[src/inc/psl_defs.svh]
// constants of the status indicator driver: offsets, fields, resets, times
// assumes a single 25 MHz core clock; times in ms become ms ticks
`ifndef PSL_DEFS_SVH
`define PSL_DEFS_SVH

`define PSL_CLK_NS          40
`define PSL_MS_NS           1000000
`define PSL_MS_CYCLES       (`PSL_MS_NS / `PSL_CLK_NS)
`define PSL_BOOT_MS         10'd1000
`define PSL_BOOT_HALF_MS    10'd200
`define PSL_BLINK_HALF_R0   9'd200
`define PSL_BLINK_HALF_R1   9'd100
`define PSL_BLINK_HALF_R2   9'd50
`define PSL_BLINK_HALF_R3   9'd25
`define PSL_STRETCH_R0      9'd50
`define PSL_STRETCH_R1      9'd100
`define PSL_STRETCH_R2      9'd200
`define PSL_STRETCH_R3      9'd400
`define PSL_SER_HALF_CYC    4'd4
`define PSL_SER_BITS        4'd12

`define PSL_OFS_MODE        4'h0
`define PSL_OFS_BEHAV       4'h4
`define PSL_OFS_DRIVE       4'h8
`define PSL_OFS_STATUS      4'hc

`define PSL_MODE_P0_LSB     0
`define PSL_MODE_P1_LSB     4
`define PSL_BEH_P0_LSB      0
`define PSL_BEH_P1_LSB      4
`define PSL_BEH_TXONLY_BIT  8
`define PSL_BEH_BOOT_BIT    9
`define PSL_DRV_TRI_BIT     9
`define PSL_DRV_POL_LSB     10

`define PSL_MODE_RST        8'ha0
`define PSL_BEHAV_RST       10'h211
`define PSL_POL_RST         4'h0
`define PSL_TRI_RST         1'b1

`endif

[src/inc/psl_pkg.sv]
// types shared by the status indicator driver
// assumes psl_defs.svh supplies the numeric constants
package psl_pkg;

  typedef enum logic [3:0] {
    PSL_M_LINK      = 4'h0,
    PSL_M_L1000     = 4'h1,
    PSL_M_L100      = 4'h2,
    PSL_M_L10       = 4'h3,
    PSL_M_L100_1000 = 4'h4,
    PSL_M_L10_1000  = 4'h5,
    PSL_M_L10_100   = 4'h6,
    PSL_M_RSV7      = 4'h7,
    PSL_M_DUPLEX    = 4'h8,
    PSL_M_COLL      = 4'h9,
    PSL_M_ACT       = 4'ha,
    PSL_M_RSV11     = 4'hb,
    PSL_M_ANFAULT   = 4'hc,
    PSL_M_SERIAL    = 4'hd,
    PSL_M_OFF       = 4'he,
    PSL_M_ON        = 4'hf
  } psl_mode_t;

  typedef enum logic [1:0] {
    PSL_SPD_10   = 2'b00,
    PSL_SPD_100  = 2'b01,
    PSL_SPD_1000 = 2'b10
  } psl_speed_t;

  typedef enum logic [1:0] {
    PSL_SER_LOAD = 2'b00,
    PSL_SER_LOW  = 2'b01,
    PSL_SER_HIGH = 2'b10
  } psl_ser_st_t;

endpackage

[src/rtl/psl_fx.sv]
// blink / pulse-stretch shaper for one indicator channel
// assumes a one-cycle ms_tick enable from the top's divider
`include "psl_defs.svh"
`timescale 1ns/1ns
`default_nettype none

module psl_fx
  import psl_pkg::*;
(
  input  wire logic       ref_clk,
  input  wire logic       resetn,
  input  wire logic       ms_tick,
  input  wire logic       ev,
  input  wire logic       en,
  input  wire logic       stretch,
  input  wire logic [1:0] rate,
  output logic            mod_reg
);

  logic [8:0] cnt_reg;
  logic [8:0] cnt_next;
  logic       phase_reg;
  logic       phase_next;
  logic       mod_next;

  function automatic logic [8:0] blink_half(input logic [1:0] r);
    unique case (r)
      2'd0: blink_half = `PSL_BLINK_HALF_R0;
      2'd1: blink_half = `PSL_BLINK_HALF_R1;
      2'd2: blink_half = `PSL_BLINK_HALF_R2;
      2'd3: blink_half = `PSL_BLINK_HALF_R3;
    endcase
  endfunction

  function automatic logic [8:0] stretch_len(input logic [1:0] r);
    unique case (r)
      2'd0: stretch_len = `PSL_STRETCH_R0;
      2'd1: stretch_len = `PSL_STRETCH_R1;
      2'd2: stretch_len = `PSL_STRETCH_R2;
      2'd3: stretch_len = `PSL_STRETCH_R3;
    endcase
  endfunction

  wire [8:0] half_ms = blink_half(rate);
  wire [8:0] hold_ms = stretch_len(rate);

  always_comb
  begin
    cnt_next   = cnt_reg;
    phase_next = phase_reg;
    if (stretch)
    begin
      phase_next = 1'b0;
      if (ev)
        cnt_next = hold_ms;
      else if (ms_tick && cnt_reg != 9'd0)
        cnt_next = cnt_reg - 9'd1;
    end
    else if (!ev)
    begin
      cnt_next   = 9'd0;
      phase_next = 1'b0;
    end
    else if (ms_tick)
    begin
      if (cnt_reg >= half_ms - 9'd1)
      begin
        cnt_next   = 9'd0;
        phase_next = ~phase_reg;
      end
      else
        cnt_next = cnt_reg + 9'd1;
    end
  end

  assign mod_next = en & (stretch ? (ev | (cnt_reg != 9'd0)) : (ev & phase_reg));

  always_ff @(posedge ref_clk or negedge resetn)
  begin
    if (!resetn)
    begin
      cnt_reg   <= 9'd0;
      phase_reg <= 1'b0;
      mod_reg   <= 1'b0;
    end
    else
    begin
      cnt_reg   <= cnt_next;
      phase_reg <= phase_next;
      mod_reg   <= mod_next;
    end
  end

  stretch_load_a: assert property (@(posedge ref_clk) disable iff (!resetn)
    (stretch && ev) |=> (cnt_reg == $past(hold_ms)))
    else $error("stretch length not loaded");

  blink_half_a: assert property (@(posedge ref_clk) disable iff (!resetn)
    (!stretch && ev && $stable(rate)) |-> (cnt_reg < `PSL_BLINK_HALF_R0))
    else $error("blink half period overrun");

  no_shape_a: assert property (@(posedge ref_clk) disable iff (!resetn)
    (!en) |=> !mod_reg)
    else $error("shaping while disabled");

endmodule
`default_nettype wire

[src/rtl/psl_led_top.sv]
// status indicator driver: two pins, direct or serial, with avalon registers
// assumes phy status inputs come from logic on ref_clk
//
// Local design decisions: the placing of the registers and the Avalon-MM register port.
`include "psl_defs.svh"
`timescale 1ns/1ns
`default_nettype none

// Function
// - two pins, mode, behaviour and polarity configured per pin; one drive state for both
// - four-bit polarity field, active low default
// - inactive pin tristated or driven to its unlit level (high when active low)
// - per-pin mode field, values 0 to 15
// - blink/stretch only as behaviour settings say
// - mode 0: link any speed, activity
// - modes 1-3: link at single speed
// - modes 4-6: link on speed pair
// - mode 8: full duplex, half-duplex collisions
// - mode 9: collision events only
// - mode 10: activity, optionally transmit only
// - mode 12: auto-negotiation fault shown
// - mode 13 serial, port 0 only
// - mode 14 force off, 15 on
// - force-on suppresses post-reset blink
// - serial stream of every status bit
// - pin0 data, pin1 clock, rising edge
// - blink and stretch rates selectable
module psl_led_top
  import psl_pkg::*;
#(
  parameter int          MS_CYCLES = `PSL_MS_CYCLES,
  parameter int          PORT_NUM  = 0
)
(
  input  wire logic        ref_clk,
  input  wire logic        resetn,
  input  wire logic [3:0]  avs_address,
  input  wire logic        avs_read,
  input  wire logic        avs_write,
  input  wire logic [31:0] avs_writedata,
  input  wire logic [3:0]  avs_byteenable,
  output logic [31:0]      avs_readdata,
  output logic             avs_waitrequest,
  input  wire logic        link_up,
  input  wire logic [1:0]  link_speed,
  input  wire logic        full_duplex,
  input  wire logic        tx_activity,
  input  wire logic        rx_activity,
  input  wire logic        collision,
  input  wire logic        aneg_fault,
  output logic             indicator_pin_zero_out,
  output logic             indicator_pin_zero_oe_n,
  output logic             indicator_pin_one_out,
  output logic             indicator_pin_one_oe_n
);

  localparam int NCH = 14;

  logic [7:0]  mode_reg;
  logic [9:0]  behav_reg;
  logic [3:0]  pol_reg;
  logic        tri_reg;
  logic [15:0] ms_cnt_reg;
  logic        ms_tick_reg;
  logic [9:0]  boot_cnt_reg;
  logic [1:0]  lit_reg;
  logic [1:0]  lit_next;
  logic [11:0] frame_reg;
  logic [3:0]  bit_idx_reg;
  logic [3:0]  ser_cnt_reg;
  logic        serial_indicator_out_reg;
  logic        serial_indicator_shift_clk_reg;
  psl_ser_st_t ser_st_reg;
  psl_ser_st_t ser_st_next;
  logic [NCH-1:0] ch_lit;
  logic [NCH-1:0] ch_mod;

  // register bus decode
  wire        req      = avs_read | avs_write;
  wire        accept   = req & ~avs_waitrequest;
  wire        wr_mode  = accept & avs_write & (avs_address == `PSL_OFS_MODE);
  wire        wr_behav = accept & avs_write & (avs_address == `PSL_OFS_BEHAV);
  wire        wr_drive = accept & avs_write & (avs_address == `PSL_OFS_DRIVE);
  wire [31:0] lane_m   = {{8{avs_byteenable[3]}}, {8{avs_byteenable[2]}},
                          {8{avs_byteenable[1]}}, {8{avs_byteenable[0]}}};
  wire [31:0] drive_w  = {18'h0, pol_reg, tri_reg, 9'h0};
  wire [31:0] mode_m   = ({24'h0, mode_reg} & ~lane_m) | (avs_writedata & lane_m);
  wire [31:0] behav_m  = ({22'h0, behav_reg} & ~lane_m) | (avs_writedata & lane_m);
  wire [31:0] drive_m  = (drive_w & ~lane_m) | (avs_writedata & lane_m);

  wire [3:0]  mode0    = mode_reg[`PSL_MODE_P0_LSB +: 4];
  wire [3:0]  mode1    = mode_reg[`PSL_MODE_P1_LSB +: 4];
  wire [3:0]  beh0     = behav_reg[`PSL_BEH_P0_LSB +: 4];
  wire [3:0]  beh1     = behav_reg[`PSL_BEH_P1_LSB +: 4];
  wire        act_sel  = behav_reg[`PSL_BEH_TXONLY_BIT] ? tx_activity : (tx_activity | rx_activity);
  wire        ser_on   = (mode0 == PSL_M_SERIAL) && (PORT_NUM == 0);
  wire        boot_on  = behav_reg[`PSL_BEH_BOOT_BIT] && (boot_cnt_reg != 10'd0);
  // boot phase flips every half window: odd quotient lit
  wire [9:0]  boot_q   = boot_cnt_reg / `PSL_BOOT_HALF_MS;
  wire        boot_ph  = boot_q[0];
  wire        ms_wrap  = (ms_cnt_reg == 16'(MS_CYCLES - 1));
  wire        ser_turn = (ser_cnt_reg == `PSL_SER_HALF_CYC - 4'd1);
  wire [31:0] status_w = {20'h0, boot_on, ser_on, lit_reg, aneg_fault, collision,
                          rx_activity, tx_activity, full_duplex, link_speed, link_up};
  wire [31:0] rd_sel   = (avs_address == `PSL_OFS_MODE)   ? {24'h0, mode_reg} :
                         (avs_address == `PSL_OFS_BEHAV)  ? {22'h0, behav_reg} :
                         (avs_address == `PSL_OFS_DRIVE)  ? drive_w :
                         (avs_address == `PSL_OFS_STATUS) ? status_w : 32'h0;

  // per-mode decode
  // returns {event_only, base, event}
  function automatic logic [2:0] decode(input logic [3:0] m, input logic act);
    logic s10;
    logic s100;
    logic s1000;
    s10   = link_up && (link_speed == PSL_SPD_10);
    s100  = link_up && (link_speed == PSL_SPD_100);
    s1000 = link_up && (link_speed == PSL_SPD_1000);
    unique case (m)
      PSL_M_LINK:      decode = {1'b0, link_up, link_up & act};
      PSL_M_L1000:     decode = {1'b0, s1000, s1000 & act};
      PSL_M_L100:      decode = {1'b0, s100, s100 & act};
      PSL_M_L10:       decode = {1'b0, s10, s10 & act};
      PSL_M_L100_1000: decode = {1'b0, s100 | s1000, (s100 | s1000) & act};
      PSL_M_L10_1000:  decode = {1'b0, s10 | s1000, (s10 | s1000) & act};
      PSL_M_L10_100:   decode = {1'b0, s10 | s100, (s10 | s100) & act};
      PSL_M_DUPLEX:    decode = {1'b1, link_up & full_duplex, link_up & ~full_duplex & collision};
      PSL_M_COLL:      decode = {1'b1, 1'b0, collision};
      PSL_M_ACT:       decode = {1'b1, 1'b0, act};
      PSL_M_ANFAULT:   decode = {1'b0, aneg_fault, 1'b0};
      PSL_M_ON:        decode = 3'b010;
      default:         decode = 3'b000;
    endcase
  endfunction

  // serial bit order: link modes, reserved, duplex, coll, act, reserved, tx, rx, fault
  function automatic logic [3:0] ser_mode(input int i);
    unique case (i)
      0, 1, 2, 3: ser_mode = 4'(i);
      5:          ser_mode = PSL_M_DUPLEX;
      6:          ser_mode = PSL_M_COLL;
      7, 9, 10:   ser_mode = PSL_M_ACT;
      11:         ser_mode = PSL_M_ANFAULT;
      default:    ser_mode = PSL_M_RSV7;
    endcase
  endfunction

  // channels 0,1 are the pins; 2..13 the serial stream bits, shaped by pin 0 settings
  genvar c;
  generate
    for (c = 0; c < NCH; c = c + 1)
    begin : g_ch
      wire [3:0] m   = (c == 0) ? mode0 : (c == 1) ? mode1 : ser_mode(c - 2);
      wire       a   = (c == 11) ? tx_activity : (c == 12) ? rx_activity : act_sel;
      wire [3:0] b   = (c == 1) ? beh1 : beh0;
      wire [2:0] d   = decode(m, a);
      assign ch_lit[c] = (d[1] & ~ch_mod[c]) | (d[2] & ch_mod[c]);
      psl_fx u_fx (
        .ref_clk (ref_clk),
        .resetn  (resetn),
        .ms_tick (ms_tick_reg),
        .ev      (d[0]),
        .en      (b[0]),
        .stretch (b[1]),
        .rate    (b[3:2]),
        .mod_reg (ch_mod[c])
      );
    end
  endgenerate

  // independent pins, boot skipped when forced on
  assign lit_next[0] = (boot_on && mode0 != PSL_M_ON) ? boot_ph : ch_lit[0];
  assign lit_next[1] = (boot_on && mode1 != PSL_M_ON) ? boot_ph : ch_lit[1];

  // polarity after logic state, drive state last
  wire pin0_lvl = ser_on ? serial_indicator_out_reg : (lit_next[0] ~^ pol_reg[0]);
  wire pin1_lvl = ser_on ? serial_indicator_shift_clk_reg : (lit_next[1] ~^ pol_reg[1]);
  // inactive pins float when tristate selected
  wire pin0_oen = ~ser_on & ~lit_next[0] & tri_reg;
  wire pin1_oen = ~ser_on & ~lit_next[1] & tri_reg;

  // data changes with clock low, held across rise
  always_comb
  begin
    unique case (ser_st_reg)
      PSL_SER_LOAD: ser_st_next = PSL_SER_LOW;
      PSL_SER_LOW:  ser_st_next = ser_turn ? PSL_SER_HIGH : PSL_SER_LOW;
      PSL_SER_HIGH: ser_st_next = !ser_turn ? PSL_SER_HIGH :
                                  (bit_idx_reg == `PSL_SER_BITS - 4'd1) ? PSL_SER_LOAD : PSL_SER_LOW;
      default:      ser_st_next = PSL_SER_LOAD;
    endcase
  end

  always_ff @(posedge ref_clk or negedge resetn)
  begin
    if (!resetn)
    begin
      avs_waitrequest <= 1'b1;
      avs_readdata    <= 32'h0;
      mode_reg        <= `PSL_MODE_RST;
      behav_reg       <= `PSL_BEHAV_RST;
      pol_reg         <= `PSL_POL_RST;
      tri_reg         <= `PSL_TRI_RST;
    end
    else
    begin
      avs_waitrequest <= ~(req & avs_waitrequest);
      if (req & avs_waitrequest)
        avs_readdata <= avs_read ? rd_sel : 32'h0;
      if (wr_mode)
        mode_reg <= mode_m[7:0];
      if (wr_behav)
        behav_reg <= behav_m[9:0];
      if (wr_drive)
      begin
        pol_reg <= drive_m[`PSL_DRV_POL_LSB +: 4];
        tri_reg <= drive_m[`PSL_DRV_TRI_BIT];
      end
    end
  end

  always_ff @(posedge ref_clk or negedge resetn)
  begin
    if (!resetn)
    begin
      ms_cnt_reg   <= 16'h0;
      ms_tick_reg  <= 1'b0;
      boot_cnt_reg <= `PSL_BOOT_MS;
    end
    else
    begin
      ms_cnt_reg  <= ms_wrap ? 16'h0 : ms_cnt_reg + 16'h1;
      ms_tick_reg <= ms_wrap;
      if (ms_tick_reg && boot_cnt_reg != 10'd0)
        boot_cnt_reg <= boot_cnt_reg - 10'd1;
    end
  end

  always_ff @(posedge ref_clk or negedge resetn)
  begin
    if (!resetn)
    begin
      ser_st_reg                     <= PSL_SER_LOAD;
      ser_cnt_reg                    <= 4'h0;
      bit_idx_reg                    <= 4'h0;
      frame_reg                      <= 12'h0;
      serial_indicator_out_reg       <= 1'b0;
      serial_indicator_shift_clk_reg <= 1'b0;
    end
    else
    begin
      ser_st_reg  <= ser_st_next;
      ser_cnt_reg <= (ser_st_reg == PSL_SER_LOAD || ser_turn) ? 4'h0 : ser_cnt_reg + 4'h1;
      serial_indicator_shift_clk_reg <= (ser_st_next == PSL_SER_HIGH);
      if (ser_st_reg == PSL_SER_LOAD)
      begin
        frame_reg                <= ch_lit[NCH-1:2];
        bit_idx_reg              <= 4'h0;
        serial_indicator_out_reg <= ch_lit[2];
      end
      else if (ser_st_reg == PSL_SER_HIGH && ser_st_next == PSL_SER_LOW)
      begin
        bit_idx_reg              <= bit_idx_reg + 4'h1;
        serial_indicator_out_reg <= frame_reg[bit_idx_reg + 4'h1];
      end
    end
  end

  always_ff @(posedge ref_clk or negedge resetn)
  begin
    if (!resetn)
    begin
      lit_reg                 <= 2'b00;
      indicator_pin_zero_out  <= 1'b1;
      indicator_pin_zero_oe_n <= 1'b1;
      indicator_pin_one_out   <= 1'b1;
      indicator_pin_one_oe_n  <= 1'b1;
    end
    else
    begin
      lit_reg                 <= lit_next;
      indicator_pin_zero_out  <= pin0_lvl;
      indicator_pin_zero_oe_n <= pin0_oen;
      indicator_pin_one_out   <= pin1_lvl;
      indicator_pin_one_oe_n  <= pin1_oen;
    end
  end

  force_off_a: assert property (@(posedge ref_clk) disable iff (!resetn)
    (mode0 == PSL_M_OFF && !boot_on) |=> !lit_reg[0])
    else $error("force off pin lit");

  force_on_a: assert property (@(posedge ref_clk) disable iff (!resetn)
    (mode1 == PSL_M_ON) |=> lit_reg[1])
    else $error("force on pin dark or blinking");

  polarity_pin_a: assert property (@(posedge ref_clk) disable iff (!resetn)
    (!ser_on && $stable(pol_reg)) |=> (indicator_pin_one_out == (lit_reg[1] ~^ $past(pol_reg[1]))))
    else $error("pin level ignores polarity");

  drive_state_a: assert property (@(posedge ref_clk) disable iff (!resetn)
    (!ser_on && $stable(tri_reg)) |=> (indicator_pin_zero_oe_n == (!lit_reg[0] && $past(tri_reg))))
    else $error("pin drive state wrong");

  link_any_a: assert property (@(posedge ref_clk) disable iff (!resetn)
    (mode0 == PSL_M_LINK && !link_up && !boot_on) |=> !lit_reg[0])
    else $error("link indicator lit without link");

  speed_one_a: assert property (@(posedge ref_clk) disable iff (!resetn)
    (mode1 == PSL_M_L1000 && link_speed != PSL_SPD_1000 && !boot_on) |=> !lit_reg[1])
    else $error("1000 indicator lit at other speed");

  speed_pair_a: assert property (@(posedge ref_clk) disable iff (!resetn)
    (mode0 == PSL_M_L100_1000 && link_speed == PSL_SPD_10 && !boot_on) |=> !lit_reg[0])
    else $error("pair indicator lit at 10");

  duplex_full_a: assert property (@(posedge ref_clk) disable iff (!resetn)
    (mode0 == PSL_M_DUPLEX && link_up && full_duplex && !boot_on) |=> lit_reg[0])
    else $error("full duplex not shown");

  aneg_fault_a: assert property (@(posedge ref_clk) disable iff (!resetn)
    (mode1 == PSL_M_ANFAULT && !boot_on) |=> (lit_reg[1] == $past(aneg_fault)))
    else $error("fault indicator mismatch");

  serial_data_a: assert property (@(posedge ref_clk) disable iff (!resetn)
    (ser_on && $past(ser_on) && $past(ser_on, 2) && $rose(indicator_pin_one_out)) |->
      $stable(indicator_pin_zero_out))
    else $error("serial data moved at clock rise");

  bus_answer_a: assert property (@(posedge ref_clk) disable iff (!resetn)
    (req && avs_waitrequest) |=> !avs_waitrequest)
    else $error("bus answer late");

endmodule
`default_nettype wire
[config.mk]
export PLATFORM = sky130hd
export DESIGN_NAME = psl_led_top
export DESIGN_NICKNAME = d
export VERILOG_FILES = /design/src/inc/psl_pkg.sv /design/src/rtl/psl_fx.sv /design/src/rtl/psl_led_top.sv
export VERILOG_INCLUDE_DIRS = /design/src /design/src/inc
export SDC_FILE = /design/constraint.sdc
export NUM_CORES = 1
export LEC_CHECK = 0
export ABC_AREA = 1
export BUFFER_PORTS_ARGS = -buffer_cell sky130_fd_sc_hd__buf_2
export CORE_MARGIN = 2
export CORE_UTILIZATION = 57
export CTS_CLUSTER_DIAMETER = 50
export DETAILED_ROUTE_END_ITERATION = 8
export MAX_ROUTING_LAYER = met4
export PLACE_DENSITY = 0.78
export SLEW_MARGIN = 25
export SYNTH_ARGS = -nofsm -noshare
export SYNTH_HDL_FRONTEND = slang
export SYNTH_SLANG_ARGS = --single-unit
[constraint.sdc]
create_clock -name ref_clk -period 3.6 [get_ports ref_clk]
set_input_delay 0.54 -clock ref_clk [delete_from_list [all_inputs] [get_ports ref_clk]]
set_output_delay 0.54 -clock ref_clk [all_outputs]
set_load 0.005 [all_outputs]
==> impl_results.md, run 1 <==
* Status: complete, no violations
* Hold_buf cts at 0
* Max FO, Critical Path at 10
* Pin count of the biggest net entering global routing at 91
* Leakage at 9.613 nW
* Setup bufs post-CTS at 0
* Worst-margin pin slew at 0.8012 ns
* 1st-iter DRT viols at 1619
* Die Width at 182.2 µm
* Total core area at 31390 µm²
* Worst Path Buf+Inv at 4
* Worst-skew pair later-pin latency at 0.52 ns
* H-Tree Depth at 2
* Most common cell after layout, fill and taps aside: nand2_1
* Tot GR Track Use at 31.64%
* FMAX at 0.3024 GHz
* Starting density of the core at 57.64%
* Slew Limit Fails at 0
* Final hold viol count at 0
* RSZ-0062 raised after global routing: no
* Critical path required time at 4.02 ns
* Wire per inst at 17.01 µm
* I/O Buffers at 50
* Vias in the first global route at 17353
* Setup WS pre-CTS at 0.4459 ns
* Antenna cells at 0
* Slowest library cell on the worst path: nor3_2
* Setup WS post-layout at 0.2926 ns
* Flops & latches, synth at 224
* Drt total wl at 51110 µm
* VDD IR-drop max at 0.4197 mV
* Netlist cell types at 64
* Hold crit path type: primary input to async pin
* Vias at 18006
* I/O pins at 89
* Chip height at 182.2 µm
* Worst EP arrival at 3.73 ns
* Avg Inst Size Synth at 7.174 µm²
* Max_cap viols at 0
* Sink Count at 224
* Die area at 33180 µm²
* CTS tree: done
* Final setup violation count at 0
* Synth Flop Type: dfrtp_1
* PwrDens at 679.1 nW/µm²
* Fin Setup TNS at 0 ns
* Post-synthesis sequential area ratio at 31.10%
* Non-Filler Instances at 3005
* Clock root buffer: clkbuf_16
* Vias per cell at 5.992
* First-pass GRT wire length at 84180 µm
* Routability Congestion at 0.9896
* Largest delay share family, worst path: simple AND/OR/NAND/NOR gates
* Minimum clock period at 3.307 ns
* Share of layout cells above drive strength 1 at 9.220%
* Hpwl dp at 36380 µm
* TritonRoute pass-1 iters at 8
* Reg clk slew, reported paths at 0.05 ns
* Startpoint types: flip-flop
* CP Capture Type: flip-flop
* Syn Inst Count at 2522
* CP max stage delay at 0.61 ns
* Clock buffer depth at 3
* CP cell instances: inv_1 -> buf_4 -> ha_1 -> nor2_1 -> nand3_1 -> buf_4 -> ha_1 -> inv_1 -> nor3_1 -> nand3b_1 -> nand4_1 -> nor3_2 -> nand3_1 -> a22oi_1
* Hold Slack at 0.03805 ns
* Yosys warns at 0
* Max Clock Skew at 0.02170 ns
* Num rows at 65
* Number of flops mapped to enable cells by yosys at 0
* Layout Utilization at 63.46%
* Total gr overflow at 0
* Area growth syn-to-layout at 10.10%
* Total CTS buffers at 35
* Cell area after synthesis at 18090 µm²
* Slew margin rel. at 46.39%
* Nets at 2778
* Antenna violations before repair at 0
* Critical path type: flip-flop to flip-flop
* Most frequent cells in the layout: nand2_1, nor2_1, inv_1, nand3_1, dfrtp_1
* DRC at 0
* Post-CTS Resized at 0
* Post-DRT Antenna Nets at 0
* Dpl cells at 2941
* Fraction of registers with async set/reset at 100.0%
* Fin crit share at 91.87%
-- worst reg2reg max path, delay by kind of cell (launching register included) --
kind	cells	cell delay, ns
DFF	1	0.41
AOI/OAI and AO/OA	1	0.19
adders and majority gates	2	0.57
and+or+nand+nor	7	1.41
buffers and inverters	4	0.64
-- cells by family after synthesis --
group	after synthesis	share of synthesized area [%]
xor+xnor	118	5.712
mux	2	0.1245
flops	224	31.10
buf+inv	374	8.644
fa+ha+maj	150	10.37
compound gates	435	13.67
simple gates	1217	30.34
other cells	2	0.04151
-- through the flow --
stage	cell area, µm²	total power, mW
after floorplan	18160	8.358
after global placement	18730	9.637
after detailed placement	18730	9.935
after CTS	19920	13.43
after global routing	19920	14.55
final	19920	13.53
-- layout make-up --
cell class	count	area [µm²]
inverters	291	1112
well taps	402	503.0
clock inverters	18	190.2
clock buffers	46	998.5
multi-input cells	1941	10970
repair buffers	83	520.5
flip-flops and latches	224	5629
fillers	2685	11470
-- synth_stat cells, types with 6 or more instances --
cell / n / share of area (%)
o22ai_1: 20 / 0.69
inv_1: 269 / 5.6
buf_1: 6 / 0.12
a31oi_1: 43 / 1.5
ha_1: 150 / 10
nand4_1: 61 / 2.1
dfstp_2: 17 / 2.5
clkbuf_1: 37 / 0.77
o31ai_1: 14 / 0.58
inv_2: 14 / 0.29
nand2_4: 6 / 0.37
a22oi_1: 18 / 0.75
o211ai_1: 9 / 0.37
xor2_1: 107 / 5.2
nand2_2: 10 / 0.35
nor3_1: 64 / 1.8
buf_6: 6 / 0.37
nand2_1: 494 / 10
nor2_1: 298 / 6.2
nand3b_1: 28 / 1.2
dfrtp_1: 207 / 29
xnor2_1: 11 / 0.53
o21ai_0: 136 / 3.8
o21ai_1: 6 / 0.17
buf_4: 21 / 0.87
nand3_1: 205 / 5.7
nor4_1: 9 / 0.31
buf_2: 12 / 0.33
a21oi_1: 159 / 4.4
or2_2: 13 / 0.45
-- worst paths after layout --
path	cells after the start	slack, ns	to	from
worst min-delay path	1	0.04	ms_cnt_reg[11]	resetn
worst max register to register	14	0.29	g_ch[9].u_fx.cnt_reg[5]	flip-flop
worst min register to register	1	0.46	ms_cnt_reg[0]	ms_cnt_reg[0]
max in group asynchronous	2	2.52	g_ch[12].u_fx.cnt_reg[3]	resetn
worst max-delay path	14	0.29	g_ch[9].u_fx.cnt_reg[5]	flip-flop
min in group ref_clk	3	0.27	flip-flop	avs_writedata[6]
-- power breakdown --
group          switching, mW  total [mW]  leakage (nW)  internal (mW)
clock network           1.29        3.42         0.575           2.12
registers              0.990        4.12          2.68           3.13
logic                   3.71        5.99          6.36           2.29
total                   5.99        13.5          9.61           7.54
-- metal layers --
layer / vias to the layer above / track usage (%) / share of wire, %
met5: - / - / 0
met4: 0 / 13.39 / 3.9
met3: 179 / 3.712 / 7.1
met2: 778 / 52.00 / 48
met1: 8473 / 39.73 / 41
li1: 8576 / - / -
Note: power is estimated with default switching activity, not from simulation.
==> run 2: changes to the inputs <==
Settings changed: CTS_BUF_LIST set to sky130_fd_sc_hd__clkbuf_8 sky130_fd_sc_hd__clkbuf_16.
==> run 2 against run 1 <==
Critical path depth stayed put. First-iteration DRC count down 0.12%. Non-clock buffer count stayed put. Largest cell class unchanged.
==> impl_results.md, run 2 (same netlist as run 1, synthesis figures left out) <==
* Status: complete, no violations
* Worst EP arrival at 3.71 ns
* Critical path type: flip-flop to flip-flop
* Most common cell after layout, fill and taps aside: nand2_1
* Setup WS pre-CTS at 0.4459 ns
* Chip height at 182.2 µm
* Area growth syn-to-layout at 10.10%
* Sink Count at 224
* Drt total wl at 51120 µm
* VDD IR-drop max at 0.4203 mV
* Largest delay share family, worst path: simple AND/OR/NAND/NOR gates
* Post-CTS Resized at 0
* Max_cap viols at 0
* Minimum clock period at 3.289 ns
* Clock root buffer: clkbuf_16
* Hold crit path type: primary input to async pin
* Vias at 17861
* Clock buffer depth at 3
* Startpoint types: flip-flop
* Switching share of power at 44.33%
* Vias in the first global route at 17354
* Final setup violation count at 0
* CP cell instances: inv_1 -> buf_4 -> ha_1 -> nor2_1 -> nand3_1 -> buf_4 -> ha_1 -> inv_1 -> nor3_1 -> nand3b_1 -> nand4_1 -> nor3_2 -> nand3_1 -> a22oi_1
* RSZ-0062 raised after global routing: no
* Wire per inst at 17.01 µm
* Leakage at 9.630 nW
* TritonRoute pass-1 iters at 7
* Worst Path Buf+Inv at 4
* Vias per cell at 5.944
* I/O Buffers at 50
* Max FO, Critical Path at 10
* CP max stage delay at 0.61 ns
* Antenna cells at 0
* Clk network pwr share at 25.2%
* Most frequent cells in the layout: nand2_1, nor2_1, inv_1, nand3_1, dfrtp_1
* PwrDens at 678.7 nW/µm²
* Tot GR Track Use at 31.64%
* Worst-margin pin slew at 0.8080 ns
* Final hold viol count at 0
* Pin count of the biggest net entering global routing at 91
* Setup WS post-layout at 0.3108 ns
* CTS tree: done
* 1st-iter DRT viols at 1617
* Total CTS buffers at 35
* Dpl cells at 2941
* Reg clk slew, reported paths at 0.05 ns
* Fin Setup TNS at 0 ns
* Critical path required time at 4.02 ns
* Power Internal at 7.527 mW
* Max Clock Skew at 0.02231 ns
* H-Tree Depth at 2
* Slew margin rel. at 45.93%
* CP Capture Type: flip-flop
* Num rows at 65
* Share of layout cells above drive strength 1 at 9.220%
* DRC at 0
* NetSw at 5.994 mW
* Die Width at 182.2 µm
* Layout Utilization at 63.46%
* Post-DRT Antenna Nets at 0
* Slowest library cell on the worst path: nor3_2
* Sequential power share at 30.4%
* First-pass GRT wire length at 84170 µm
* Routability Congestion at 0.9896
* Die area at 33180 µm²
* Antenna violations before repair at 0
* Starting density of the core at 57.64%
* Fill cell count at 2685
* Slew Limit Fails at 0
* Logic pwr share at 44.4%
* I/O pins at 89
* FMAX at 0.3040 GHz
* Setup bufs post-CTS at 0
* Total gr overflow at 0
* Worst-skew pair later-pin latency at 0.52 ns
* Hold_buf cts at 0
* Fin crit share at 91.37%
* Hpwl dp at 36380 µm
* Total core area at 31390 µm²
* Non-Filler Instances at 3005
* Nets at 2778
-- run 2: path summary, 6_finish.rpt --
check / slack, ns / start / cells after the start / to
min in group ref_clk: 0.27 / avs_writedata[6] / 3 / flip-flop
worst min register to register: 0.46 / ms_cnt_reg[0] / 1 / ms_cnt_reg[0]
worst min-delay path: 0.04 / resetn / 1 / ms_cnt_reg[11]
max in group asynchronous: 2.53 / resetn / 2 / g_ch[12].u_fx.cnt_reg[0]
worst max-delay path: 0.31 / flip-flop / 14 / g_ch[9].u_fx.cnt_reg[5]
worst max register to register: 0.31 / flip-flop / 14 / g_ch[9].u_fx.cnt_reg[5]
-- run 2: cell type report --
class | count | area (µm²) | area share, %
Clock inverter | 22 | 205.2 | 1.030
Multi-Input combinational cell | 1941 | 10970 | 55.05
Sequential cell | 224 | 5629 | 28.26
Tap cell | 402 | 503.0 | 2.525
Inverter | 291 | 1112 | 5.584
Clock buffer | 42 | 983.4 | 4.937
Timing Repair Buffer | 83 | 520.5 | 2.613
-- run 2: routing by layer --
layer,vias to the layer above,global-route usage (%),share of wire [%]
met5,-,-,0
met2,791,52.03,48
li1,8563,-,-
met4,0,13.32,3.8
met3,167,3.692,7.9
met1,8340,39.75,41
-- run 2: stage by stage --
stage          power (mW)  area, µm²  hold slack (ns)
2_1_floorplan       8.358      18160           0.2444
3_3_place_gp        9.637      18730           0.4420
3_5_place_dp        9.935      18730           0.4491
4_1_cts             13.42      19920          0.07047
5_1_grt             14.54      19920           0.1026
6_report            13.52      19920          0.03839
-- run 2: power by group through the flow --
stage,sequential [mW],clock [mW],combinational (mW)
2_1_floorplan,3.69,0,4.66
3_3_place_gp,4.08,0,5.56
3_5_place_dp,4.10,0,5.83
4_1_cts,4.07,3.45,5.90
5_1_grt,4.20,3.55,6.79
6_report,4.11,3.41,6.00
